[config.mk]
export PLATFORM = sky130hd
export DESIGN_NAME = fpx_unit
export DESIGN_NICKNAME = d
export VERILOG_FILES = /design/src/design/fpx_pkg.sv /design/src/design/fpx_classify.sv /design/src/design/fpx_subst.sv /design/src/design/fpx_unit.sv
export VERILOG_INCLUDE_DIRS = /design/src /design/src/design
export SDC_FILE = /design/constraint.sdc
export NUM_CORES = 1
export LEC_CHECK = 0
export BUFFER_PORTS_ARGS = -buffer_cell sky130_fd_sc_hd__buf_4
export CAP_MARGIN = 20
export CORE_MARGIN = 2
export CORE_UTILIZATION = 42
export CTS_CLUSTER_DIAMETER = 30
export DETAILED_ROUTE_END_ITERATION = 7
export SYNTH_ARGS = -nofsm -noshare
export SYNTH_HDL_FRONTEND = slang
export SYNTH_HIERARCHICAL = 1
export SYNTH_SLANG_ARGS = --single-unit
[constraint.sdc]
create_clock -name mclk -period 4.7 [get_ports mclk]
set_input_delay 1.175 -clock mclk [delete_from_list [all_inputs] [get_ports mclk]]
set_output_delay 1.175 -clock mclk [all_outputs]
set_load 0.02 [all_outputs]
[src/design/fpx_cfg.svh]
// constants for the floating-point exception context unit
// Summary of operation
// - detected condition always sets its sticky flag
// - exception raised only when mask is one
// - hardware never clears stickies nor touches masks
// - invalid first, then dz/ov/uf, inexact last
// - illegal operand or destination means invalid
// - invalid gives quiet nan, sticky, trap only when its mask is one
// - divide by zero gives signed infinity
// - overflow when rounded exponent reaches format max
// - trapped overflow stores widened record, keeps destination
// - record: sign 81, exponent 80..64, j 63
// - untrapped overflow result chosen by rounding mode
// - underflow tested before rounding, may vanish
// - trapped underflow stores widened record, keeps destination
// - untrapped underflow denormalises, sticky only if lossy
// - gradual underflow record exponent one below
// - inexact sets sticky, rounded result, optional trap
// - peripheral inexact record keeps destination precision
// - data register is three 32-bit words
// - l, g, r, s at bits 95..92
`ifndef FPX_CFG_SVH
`define FPX_CFG_SVH
`define FPX_ADR_STATUS 8'h00
`define FPX_ADR_DATA0 8'h04
`define FPX_ADR_DATA1 8'h08
`define FPX_ADR_DATA2 8'h0c
`define FPX_ADR_RESULT0 8'h10
`define FPX_ADR_RESULT1 8'h14
`define FPX_ADR_RESULT2 8'h18
`define FPX_ADR_TRAP 8'h1c
`define FPX_ADR_BITS 8
`define FPX_BIAS 17'h03fff
`define FPX_SGL_EMAX 17'h040ff
`define FPX_SGL_EMIN 17'h03f80
`define FPX_DBL_EMAX 17'h043ff
`define FPX_DBL_EMIN 17'h03c00
`define FPX_EXT_EMAX 17'h07fff
`define FPX_EXT_EMIN 17'h00000
`define FPX_ST_INV 0
`define FPX_ST_DZ 1
`define FPX_ST_OV 2
`define FPX_ST_UF 3
`define FPX_ST_PX 4
`define FPX_MK_INV 5
`define FPX_MK_DZ 6
`define FPX_MK_OV 7
`define FPX_MK_UF 8
`define FPX_MK_PX 9
`define FPX_RC_LO 10
`define FPX_PERIPH_BIT 12
`define FPX_ST_RESET 32'h0000_0000
`endif

[src/design/fpx_pkg.sv]
// types for the floating-point exception context unit
package fpx_pkg;
  typedef enum logic [1:0] {
    FPX_RND_NEAREST = 2'b00,
    FPX_RND_PLUS = 2'b01,
    FPX_RND_MINUS = 2'b10,
    FPX_RND_ZERO = 2'b11
  } fpx_round_t;
  typedef enum logic [1:0] {
    FPX_FMT_SGL = 2'b00,
    FPX_FMT_DBL = 2'b01,
    FPX_FMT_EXT = 2'b10
  } fpx_fmt_t;
  typedef enum logic [2:0] {
    FPX_EXC_NONE = 3'h0,
    FPX_EXC_INV = 3'h1,
    FPX_EXC_DZ = 3'h2,
    FPX_EXC_OV = 3'h3,
    FPX_EXC_UF = 3'h4,
    FPX_EXC_PX = 3'h5
  } fpx_exc_t;
  // one finished operation handed over by the arithmetic core
  typedef struct packed {
    logic op_illegal;
    logic dest_illegal;
    logic is_div;
    logic divisor_zero;
    logic dividend_finite_nz;
    logic to_dec_or_int;
    logic sign;
    logic [16:0] exp_rounded;
    logic [16:0] exp_unrounded;
    logic [16:0] exp_after_round;
    logic [63:0] sig;
    logic [3:0] lgrs;
    logic denorm_lossy;
    logic inexact;
    fpx_fmt_t fmt;
  } fpx_op_t;
  typedef struct packed {
    logic [4:0] flags;
    fpx_exc_t taken;
  } fpx_cls_t;
endpackage : fpx_pkg

[src/design/fpx_classify.sv]
// exception detection and precedence for one operation
`timescale 1ns/1ps
`default_nettype none
`include "fpx_cfg.svh"
module fpx_classify (
  input wire fpx_pkg::fpx_op_t op,
  input wire logic [4:0] masks,
  output fpx_pkg::fpx_cls_t cls
);
  function automatic logic [16:0] fpx_emax(input fpx_pkg::fpx_fmt_t f);
    unique case (f)
      fpx_pkg::FPX_FMT_SGL: fpx_emax = `FPX_SGL_EMAX;
      fpx_pkg::FPX_FMT_DBL: fpx_emax = `FPX_DBL_EMAX;
      default: fpx_emax = `FPX_EXT_EMAX;
    endcase
  endfunction : fpx_emax
  function automatic logic [16:0] fpx_emin(input fpx_pkg::fpx_fmt_t f);
    unique case (f)
      fpx_pkg::FPX_FMT_SGL: fpx_emin = `FPX_SGL_EMIN;
      fpx_pkg::FPX_FMT_DBL: fpx_emin = `FPX_DBL_EMIN;
      default: fpx_emin = `FPX_EXT_EMIN;
    endcase
  endfunction : fpx_emin
  wire inv = op.op_illegal | op.dest_illegal;
  wire dz = op.is_div & op.divisor_zero & op.dividend_finite_nz;
  wire ov = ~inv & ~dz & ($signed(op.exp_rounded) >= $signed(fpx_emax(op.fmt)));
  // unrounded test, cleared if rounding lifts it
  wire uf_raw = ($signed(op.exp_unrounded) <= $signed(fpx_emin(op.fmt)));
  wire uf_gone = ($signed(op.exp_after_round) > $signed(fpx_emin(op.fmt)));
  // untrapped underflow flags only a lossy denormalisation
  wire uf = ~inv & ~dz & uf_raw & ~uf_gone & (masks[`FPX_ST_UF] | op.denorm_lossy);
  wire px = ~inv & op.inexact;
  wire [4:0] flags = {px, uf, ov, dz, inv};
  wire [4:0] armed = flags & masks;
  assign cls.flags = flags;
  assign cls.taken = armed[`FPX_ST_INV] ? fpx_pkg::FPX_EXC_INV :
                     armed[`FPX_ST_DZ] ? fpx_pkg::FPX_EXC_DZ :
                     armed[`FPX_ST_OV] ? fpx_pkg::FPX_EXC_OV :
                     armed[`FPX_ST_UF] ? fpx_pkg::FPX_EXC_UF :
                     armed[`FPX_ST_PX] ? fpx_pkg::FPX_EXC_PX : fpx_pkg::FPX_EXC_NONE;
endmodule : fpx_classify
`default_nettype wire

[src/design/fpx_subst.sv]
// result substitution for untrapped exceptions
`timescale 1ns/1ps
`default_nettype none
`include "fpx_cfg.svh"
module fpx_subst (
  input wire fpx_pkg::fpx_op_t op,
  input wire fpx_pkg::fpx_round_t rnd,
  input wire logic inv,
  input wire logic dz,
  input wire logic ov,
  output logic [81:0] result
);
  wire [16:0] emax = (op.fmt == fpx_pkg::FPX_FMT_SGL) ? `FPX_SGL_EMAX :
                     (op.fmt == fpx_pkg::FPX_FMT_DBL) ? `FPX_DBL_EMAX : `FPX_EXT_EMAX;
  wire [16:0] emax_m1 = emax - 17'h00001;
  wire [63:0] big_sig = (op.fmt == fpx_pkg::FPX_FMT_SGL) ? 64'hffffff00_00000000 :
                        (op.fmt == fpx_pkg::FPX_FMT_DBL) ? 64'hffffffff_fffff800 :
                        64'hffffffff_ffffffff;
  wire [81:0] inf = {op.sign, emax, 64'h80000000_00000000};
  wire [81:0] big = {op.sign, emax_m1, big_sig};
  wire [81:0] qnan = {1'b0, emax, 64'hc0000000_00000000};
  wire ov_to_inf = (rnd == fpx_pkg::FPX_RND_NEAREST) |
                   ((rnd == fpx_pkg::FPX_RND_MINUS) & op.sign) |
                   ((rnd == fpx_pkg::FPX_RND_PLUS) & ~op.sign);
  assign result = inv ? qnan : dz ? inf : ov ? (ov_to_inf ? inf : big) :
                  {op.sign, op.exp_rounded, op.sig};
endmodule : fpx_subst
`default_nettype wire

[src/design/fpx_unit.sv]
// exception context unit: status, data record and wishbone slave
//
// The Wishbone slave port and the register offsets were chosen for this implementation.
`timescale 1ns/1ps
`default_nettype none
`include "fpx_cfg.svh"
module fpx_unit (
  input wire logic mclk,
  input wire logic rst,
  input wire logic wb_cyc_i,
  input wire logic wb_stb_i,
  input wire logic wb_we_i,
  input wire logic [`FPX_ADR_BITS-1:0] wb_adr_i,
  input wire logic [3:0] wb_sel_i,
  input wire logic [31:0] wb_dat_i,
  output logic [31:0] wb_dat_o,
  output logic wb_ack_o,
  input wire logic op_valid,
  input wire fpx_pkg::fpx_op_t op,
  output logic [81:0] dest_result,
  output logic dest_write,
  output logic trap,
  output fpx_pkg::fpx_exc_t trap_kind
);
  logic [31:0] arith_status_reg;
  logic [31:0] arith_status_next;
  logic [95:0] exception_data_reg;
  logic [95:0] exception_data_next;
  logic [81:0] dest_result_reg;
  logic dest_write_reg;
  logic trap_reg;
  fpx_pkg::fpx_exc_t trap_kind_reg;
  logic [31:0] rdata_reg;
  logic ack_reg;
  logic st_seen_reg;
  fpx_pkg::fpx_cls_t cls;
  logic [81:0] subst;

  wire [4:0] masks = arith_status_reg[`FPX_MK_PX:`FPX_MK_INV];
  wire periph_mode = arith_status_reg[`FPX_PERIPH_BIT];
  wire fpx_pkg::fpx_round_t rnd = fpx_pkg::fpx_round_t'(arith_status_reg[`FPX_RC_LO+1:`FPX_RC_LO]);

  fpx_classify u_cls (
    .op(op),
    .masks(masks),
    .cls(cls)
  );
  fpx_subst u_sub (
    .op(op),
    .rnd(rnd),
    .inv(cls.flags[`FPX_ST_INV]),
    .dz(cls.flags[`FPX_ST_DZ]),
    .ov(cls.flags[`FPX_ST_OV] & ~masks[`FPX_ST_OV]),
    .result(subst)
  );

  // bus decode
  wire bus_req = wb_cyc_i & wb_stb_i & ~ack_reg;
  wire bus_wr = bus_req & wb_we_i;
  wire [31:0] wmask = {{8{wb_sel_i[3]}}, {8{wb_sel_i[2]}}, {8{wb_sel_i[1]}}, {8{wb_sel_i[0]}}};
  wire st_wr = bus_wr & (wb_adr_i == `FPX_ADR_STATUS);
  wire [2:0] dr_wr;
  assign dr_wr[0] = bus_wr & (wb_adr_i == `FPX_ADR_DATA0);
  assign dr_wr[1] = bus_wr & (wb_adr_i == `FPX_ADR_DATA1);
  assign dr_wr[2] = bus_wr & (wb_adr_i == `FPX_ADR_DATA2);
  wire [31:0] st_wval = (arith_status_reg & ~wmask) | (wb_dat_i & wmask);

  // trapped overflow or underflow keeps the destination
  wire tk_ov = cls.taken == fpx_pkg::FPX_EXC_OV;
  wire tk_uf = cls.taken == fpx_pkg::FPX_EXC_UF;
  wire tk_px = cls.taken == fpx_pkg::FPX_EXC_PX;
  wire tk_inv = cls.taken == fpx_pkg::FPX_EXC_INV;
  // gradual underflow with inexact trap gives exponent one below
  wire grad = cls.flags[`FPX_ST_UF] & ~masks[`FPX_ST_UF] & masks[`FPX_ST_PX] & (|op.sig);
  wire [16:0] rec_exp = grad ? op.exp_rounded - 17'h00001 : op.exp_rounded;
  // record layout sign, exponent, j, fraction
  wire [81:0] rec_ext = {op.sign, rec_exp, op.sig};
  // peripheral inexact: own precision, exponent sign-extended
  wire [63:0] rj_sig = (op.fmt == fpx_pkg::FPX_FMT_SGL) ? {40'h0, op.sig[63:40]} :
                       (op.fmt == fpx_pkg::FPX_FMT_DBL) ? {11'h0, op.sig[63:11]} : op.sig;
  wire [16:0] own_exp = rec_exp - `FPX_BIAS;
  wire [81:0] rec_own = {op.sign, own_exp, rj_sig};
  wire use_own = tk_px & periph_mode & (op.fmt != fpx_pkg::FPX_FMT_EXT);
  // l g r s bits on top
  wire [95:0] rec_word = {op.lgrs, 10'h000, use_own ? rec_own : rec_ext};
  // record loaded on a taken trap unless conversion leaves it unspecified
  wire rec_load = op_valid & (tk_ov | tk_uf | cls.taken == fpx_pkg::FPX_EXC_DZ |
                  tk_inv | (tk_px & ~op.to_dec_or_int));
  wire dest_we = op_valid & ~tk_ov & ~tk_uf;

  always_comb begin
    arith_status_next = st_wr ? st_wval : arith_status_reg;
    // set wins over a same-cycle software clear
    if (op_valid) begin
      arith_status_next[`FPX_ST_PX:`FPX_ST_INV] = arith_status_next[`FPX_ST_PX:`FPX_ST_INV] |
                                                  cls.flags;
    end
  end

  // three data words, written by bus or loaded by record
  always_comb begin
    exception_data_next = exception_data_reg;
    for (int i = 0; i < 3; i++) begin
      if (dr_wr[i]) begin
        exception_data_next[i*32 +: 32] = wb_dat_i;
      end
    end
    if (rec_load) begin
      exception_data_next = rec_word;
    end
  end

  wire [31:0] rd_mux = (wb_adr_i == `FPX_ADR_STATUS) ? arith_status_reg :
                       (wb_adr_i == `FPX_ADR_DATA0) ? exception_data_reg[31:0] :
                       (wb_adr_i == `FPX_ADR_DATA1) ? exception_data_reg[63:32] :
                       (wb_adr_i == `FPX_ADR_DATA2) ? exception_data_reg[95:64] :
                       (wb_adr_i == `FPX_ADR_RESULT0) ? dest_result_reg[31:0] :
                       (wb_adr_i == `FPX_ADR_RESULT1) ? dest_result_reg[63:32] :
                       (wb_adr_i == `FPX_ADR_RESULT2) ? {14'h0, dest_result_reg[81:64]} :
                       (wb_adr_i == `FPX_ADR_TRAP) ? {29'h0, trap_kind_reg} : 32'h0;

  // exception state survives reset; handshake, destination and trap outputs are reset
  always_ff @(posedge mclk) begin
    arith_status_reg <= arith_status_next;
    exception_data_reg <= exception_data_next;
  end

  always_ff @(posedge mclk or posedge rst) begin
    if (rst) begin
      ack_reg <= 1'b0;
      st_seen_reg <= 1'b0;
      rdata_reg <= 32'h0;
      dest_result_reg <= 82'h0;
      dest_write_reg <= 1'b0;
      trap_reg <= 1'b0;
      trap_kind_reg <= fpx_pkg::FPX_EXC_NONE;
    end else begin
      ack_reg <= bus_req;
      // status is unknown at power-up until software writes it once
      st_seen_reg <= st_seen_reg | st_wr;
      rdata_reg <= bus_req ? rd_mux : rdata_reg;
      dest_write_reg <= dest_we;
      dest_result_reg <= dest_we ? subst : dest_result_reg;
      trap_reg <= op_valid & (cls.taken != fpx_pkg::FPX_EXC_NONE);
      trap_kind_reg <= op_valid ? cls.taken : trap_kind_reg;
    end
  end

  assign wb_ack_o = ack_reg;
  assign wb_dat_o = rdata_reg;
  assign dest_result = dest_result_reg;
  assign dest_write = dest_write_reg;
  assign trap = trap_reg;
  assign trap_kind = trap_kind_reg;

  // sticky never drops without a software write
  a_sticky_hold: assert property (@(posedge mclk) disable iff (rst)
    st_seen_reg && $past(st_seen_reg) && !$past(st_wr) |->
    ((arith_status_reg[4:0] & $past(arith_status_reg[4:0])) ==
    $past(arith_status_reg[4:0]))) else $error("sticky flag cleared by hardware");
  a_mask_hold: assert property (@(posedge mclk) disable iff (rst)
    st_seen_reg && $past(st_seen_reg) && !$past(st_wr) |-> $stable(masks))
    else $error("mask changed by hardware");
  a_sticky_set: assert property (@(posedge mclk) disable iff (rst)
    op_valid |=> ((arith_status_reg[4:0] & $past(cls.flags)) == $past(cls.flags)))
    else $error("detected condition not made sticky");
  a_trap_masked: assert property (@(posedge mclk) disable iff (rst)
    op_valid && ((cls.flags & masks) == 5'h00) |=> !trap) else $error("trap while masked");
  a_trap_armed: assert property (@(posedge mclk) disable iff (rst)
    op_valid && ((cls.flags & masks) != 5'h00) |=> trap) else $error("armed trap missed");
  a_inv_first: assert property (@(posedge mclk) disable iff (rst)
    op_valid && cls.flags[0] && masks[0] |=> trap_kind == fpx_pkg::FPX_EXC_INV)
    else $error("invalid not highest");
  a_ov_keep_dest: assert property (@(posedge mclk) disable iff (rst)
    op_valid && tk_ov |=> !dest_write ##1 !dest_write || $past(dest_we))
    else $error("trapped overflow wrote destination");
  a_lgrs_place: assert property (@(posedge mclk) disable iff (rst)
    rec_load && !(|dr_wr) |=> exception_data_reg[95:92] == $past(op.lgrs))
    else $error("lgrs bits misplaced");
endmodule : fpx_unit
`default_nettype wire

=== Yosys cells after proc, flatten, opt, wreduce, memory -nomap -nowiden ===
Cells that the tools add are included.

* Bits in latches: 0
* Output and inout bits: 120
* Memories: 0
* Memory bits (writable): 0
* Memory bits (read-only): 0
* Input bits: 180
* Bits in registers: 248

* Shift operators: 0
* Divide/modulo/power cells: 0
* Bitwise gates (word level): 52
* $add $sub $neg: 3
* $mul: 0
* Muxes and demuxes: 33
* Reductions and logical operators: 8
* Equality and inequality tests: 16
* Order comparisons: 3

{| class="wikitable"
|+ Operators with widths
! kind !! count
|-
| $mux W81 || 4
|-
| $mux W32 || 9
|-
| $mux W64 || 3
|-
| $mux W96 || 1
|-
| $mux W82 || 1
|-
| $and A32 B32 Y32 || 2
|-
| $reduce_or A64 Y1 || 1
|-
| $pmux W14 S2 || 2
|-
| $mux W17 || 2
|-
| $sub A17 B1 Y17 const B || 2
|-
| $eq A8 B5 Y1 const B || 4
|-
| $not A32 Y32 || 1
|-
| $or A32 B32 Y32 || 1
|-
| $and A1 B1 Y1 || 28
|-
| $mux W18 || 1
|-
| $mux W3 || 6
|-
| $ge A17 B16 Y1 || 1
|-
| $gt A17 B15 Y1 || 1
|-
| $le A17 B15 Y1 || 1
|-
| $sub A17 B14 Y17 const B || 1
|-
| $eq A8 B4 Y1 const B || 2
|-
| $mux W14 || 1
|-
| $mux W11 || 1
|-
| $mux W5 || 2
|-
| 15 further kinds || 37
|}

=== Logic depth before layout (Yosys ltp) ===
* Depth after elaboration: 20
* Gate-level depth with buffers: 21
* Gate-level depth less buffers: 19

=== By module ===
Netlist, hierarchy kept.

{| class="wikitable"
|+ By module, submodules not included
! module !! seq. area each (µm²) !! instances !! area an instance (µm²) !! cells each
|-
| fpx_unit || 6696.4 || 1 || 12256.8 || 1314
|-
| fpx_subst || 0.0 || 1 || 788.3 || 150
|-
| fpx_classify || 0.0 || 1 || 625.6 || 89
|}

=== Worst setup path after synthesis ===
No wires, ideal clock.

* Kind: in2reg
* Start point: in op[1] in the netlist's numbering
* End point: reg exception_data_reg[0], enable pin
* Stages: 15
* Arrival: 4.980 ns
* Buffers on the path: 3
* Slack: -0.938 ns
* Data required time: 4.042 ns
* Library setup time: 0.658 ns
* Cell sequence: buf_2 -> nor2_1 -> inv_1 -> ha_1 -> nor2b_1 -> o21bai_2 -> a21oi_1 -> o211ai_2 -> nand4_2 -> a2111oi_2 -> inv_1 -> o21ai_1 -> clkbuf_8 -> clkbuf_1 -> o21ai_0

{| class="wikitable"
|+ RTL lines
! element !! line !! RTL
|-
| start: declaration || fpx_unit.sv:19 || <nowiki>input wire fpx_pkg::fpx_op_t op,</nowiki>
|-
| end signal: assignment || fpx_unit.sv:125 || <nowiki>exception_data_reg <= exception_data_next;</nowiki>
|-
| end: declaration || fpx_unit.sv:27 || <nowiki>logic [95:0] exception_data_reg;</nowiki>
|}

==> impl_metrics.yaml <==
run_status:
  status: "completed"
power_and_ir_drop:
  vdd.ir_drop.worst_uv: 295
  power_density_nw_per_um2: 396
  p_leak_nw: 8.73
worst_setup_path:
  path_class: "in -> reg"
  cp-start-kind: "primary input"
  arrival_ns: 4.73
  crit_fanout: 4
  critical_path.startpoint: "op[1]"
  endpoint_kind: "flip-flop"
  worstPathRequired_ns: 5.02
drt:
  routed_wire_length_per_instance_um: 24.6
  via_per_inst: 5.91
  first_pass_iters: 8
  drc: 0
  ant_nets: 0
  num_vias: 14200
  drtIter0Drc: 1901
  wl_um: 59000
floorplanning:
  rows: 66
  dieHeight_um: 184
  dieWidth_um: 184
  core_um2: 32300
  initial_utilization: 0.423
  io_pins: 300
  die_area_um2: 34000
synth:
  ys_ff_latch: 248
  synth_cell_type_count: 78
  synth_edf_count: 113
  syn_area_um2: 13700
  yosys-top-cells-area: "edfxtp_1 (25%), dfrtp_1 (22%), nand2_1 (10%)"
  synth_top_area_share: 0.248
  avgSynthCellArea_um2: 8.80
  yosys.area.top_type: "edfxtp_1"
  syn_nets: 1744
  syn-instance-count: 1553
  synth-seq-area-share: 0.490
  yosysWarnings: 6
  synth-async-reset-ratio: 0.484
  synth_flop_cell: "dfrtp_1"
finish:
  synthToLayoutAreaGrowth_pct: 39.3
  final_net_count: 2100
  antennaDiodeCount: 0
  post-route-util: 0.590
  final_common_cell: "buf_4"
  drive_gt1_frac: 0.284
  final_cell_mix: "buf_4 (393), nand2_1 (366), nor2_1 (171)"
  finalNonFillerCells: 2399
grt:
  antenna_found_initial: 1
  grt_pass1_vias: 13300
  grt_usage: 0.342
  grt_pass1_wl_um: 85800
  gr-total-overflow: 0
  grt_start_max_net_pins: 56
placed_design:
  place.gp.congestion: 0.989
  dp_cells: 2293
  io_buffers: 299
  dp_hpwl_um: 44500
min_path:
  min_from: "exception_data_reg[91]$_SDFFE_PP0P_"
  hold_path_class: "reg -> reg"
clock_network:
  root_buffer: "clkbuf_16"
  clock_latency_ns: 0.57
  clk_pin_slew_ns: 0.05
  h-tree-depth: 2
  clockBufferDepth: 3
  postCtsSetupBuffers: 0
  cts_buffers: 56
  cts_tree: "built"
  clock_sinks: 248
timing:
  fin_crit_ns: 4.41
  worst_pin_slew_ns: 1.06
  slew_headroom: 0.289
  setup_viol: 0
  max_freq_ghz: 0.227
  hold_viol_final: 0
  finClkSkew_ns: 0.0167
  rsz0062_at_grt: "false"
  period_share: 0.939
  drv_slew: 0
flow_run:
  drv_cap: 0
## logic make-up after synthesis
| logic type | Yosys count | synth area share |
|---|---|---|
| and+or+nand+nor | 730 | 0.237 |
| AOI/OAI and AO/OA | 377 | 0.180 |
| DFF | 248 | 0.490 |
| buffers and inverters | 127 | 0.0413 |
| muxes | 33 | 0.0248 |
| xor gates and xnor gates | 27 | 0.0173 |
| adders and majority gates | 11 | 0.0101 |
## worst max-delay path, stage by stage
cell	delay [ns]
buf_4	0.12
nor2_1	0.18
inv_2	0.10
ha_1	0.30
and4b_1	0.18
nand3_1	0.07
o211ai_1	0.32
o2111a_1	0.26
buf_4	0.12
and3b_1	0.28
nand3_2	0.15
a2111oi_4	0.35
xnor2_1	0.15
a211oi_2	0.39
nand4_1	0.19
a21o_1	0.21
a31o_1	0.20
## layout make-up
cell class | count | area (µm²)
fill | 2924 | 13200
timing repair buffer | 407 | 3230
multi-input combinational | 1178 | 6490
sequential | 248 | 6700
clock buffer | 63 | 1520
clock inverter | 43 | 482
tap | 442 | 553
inverter | 18 | 70.1
## synth_stat cells, types with 6 or more instances
master and number:
xnor2_1 18, nor3_1 16, nor2_1 177, and2_1 12
a22o_1 14, a222oi_1 30, nand2_1 368, o22ai_1 15
clkbuf_1 83, a21oi_1 110, ha_1 11, a31oi_1 35
mux2i_1 29, xor2_1 9, nand2b_1 16, a21o_1 28
inv_1 17, nand3_1 24, and3_1 39, nand4_1 10
buf_2 8, nor2b_1 6, a22oi_1 18, dfxtp_1 15
dfrtp_1 120, edfxtp_1 113, o21ai_0 79, buf_4 8
nor4_1 32
## stage by stage
step                      hold slack (ns)  setup WS (ns)  TNS [ns]  total power, mW  instance area [µm²]
after floorplan                     0.436         -0.116     -6.03             2.95                13700
after global placement              0.442         -0.202     -1.09             3.50                17000
after detailed placement            0.448         -0.334     -2.46             3.51                17000
after CTS                           0.456          0.217         0             7.55                19000
after global routing                0.474         0.0415         0             7.75                19000
final                               0.459          0.285         0             7.54                19000
## worst paths after layout
| check | end | slack [ns] | cells after the start |
|---|---|---|---|
| setup / recovery | exception_data_reg[80]$_DFFE_PP_ | 0.29 | 17 |
| setup reg to reg | exception_data_reg[80]$_DFFE_PP_ | 1.73 | 10 |
| max in group asynchronous | dest_result[17]$_DFFE_PP0P_ | 3.06 | 3 |
| min in group asynchronous | dest_result[22]$_DFFE_PP0P_ | 0.70 | 2 |
| hold reg to reg | exception_data_reg[91]$_SDFFE_PP0P_ | 0.46 | 2 |
| hold / removal | exception_data_reg[91]$_SDFFE_PP0P_ | 0.46 | 2 |
## what timing repair did
action                                  in CTS  in global routing
endpoints found under the hold margin        0                  0
endpoints found under the setup margin       0                  8
hold buffers                                 0                  0
resized for setup                            0                  7
## layer usage
layer  routed length [µm]  GRT usage  vias to the layer above
li1                     -          -                     6307
met1                24700      0.492                     6812
met2                25800      0.522                      940
met3                 6860     0.0719                      124
met4                 1560     0.0925                        0
met5                    0          0                        -
## power by group
| part | total, mW | internal, mW | leakage (nW) | switching, mW |
|---|---|---|---|---|
| clock network | 4.05 | 2.76 | 0.986 | 1.29 |
| registers | 2.51 | 2.41 | 2.77 | 0.100 |
| logic | 0.980 | 0.388 | 4.97 | 0.592 |
Note: power is estimated with default switching activity, not from simulation.
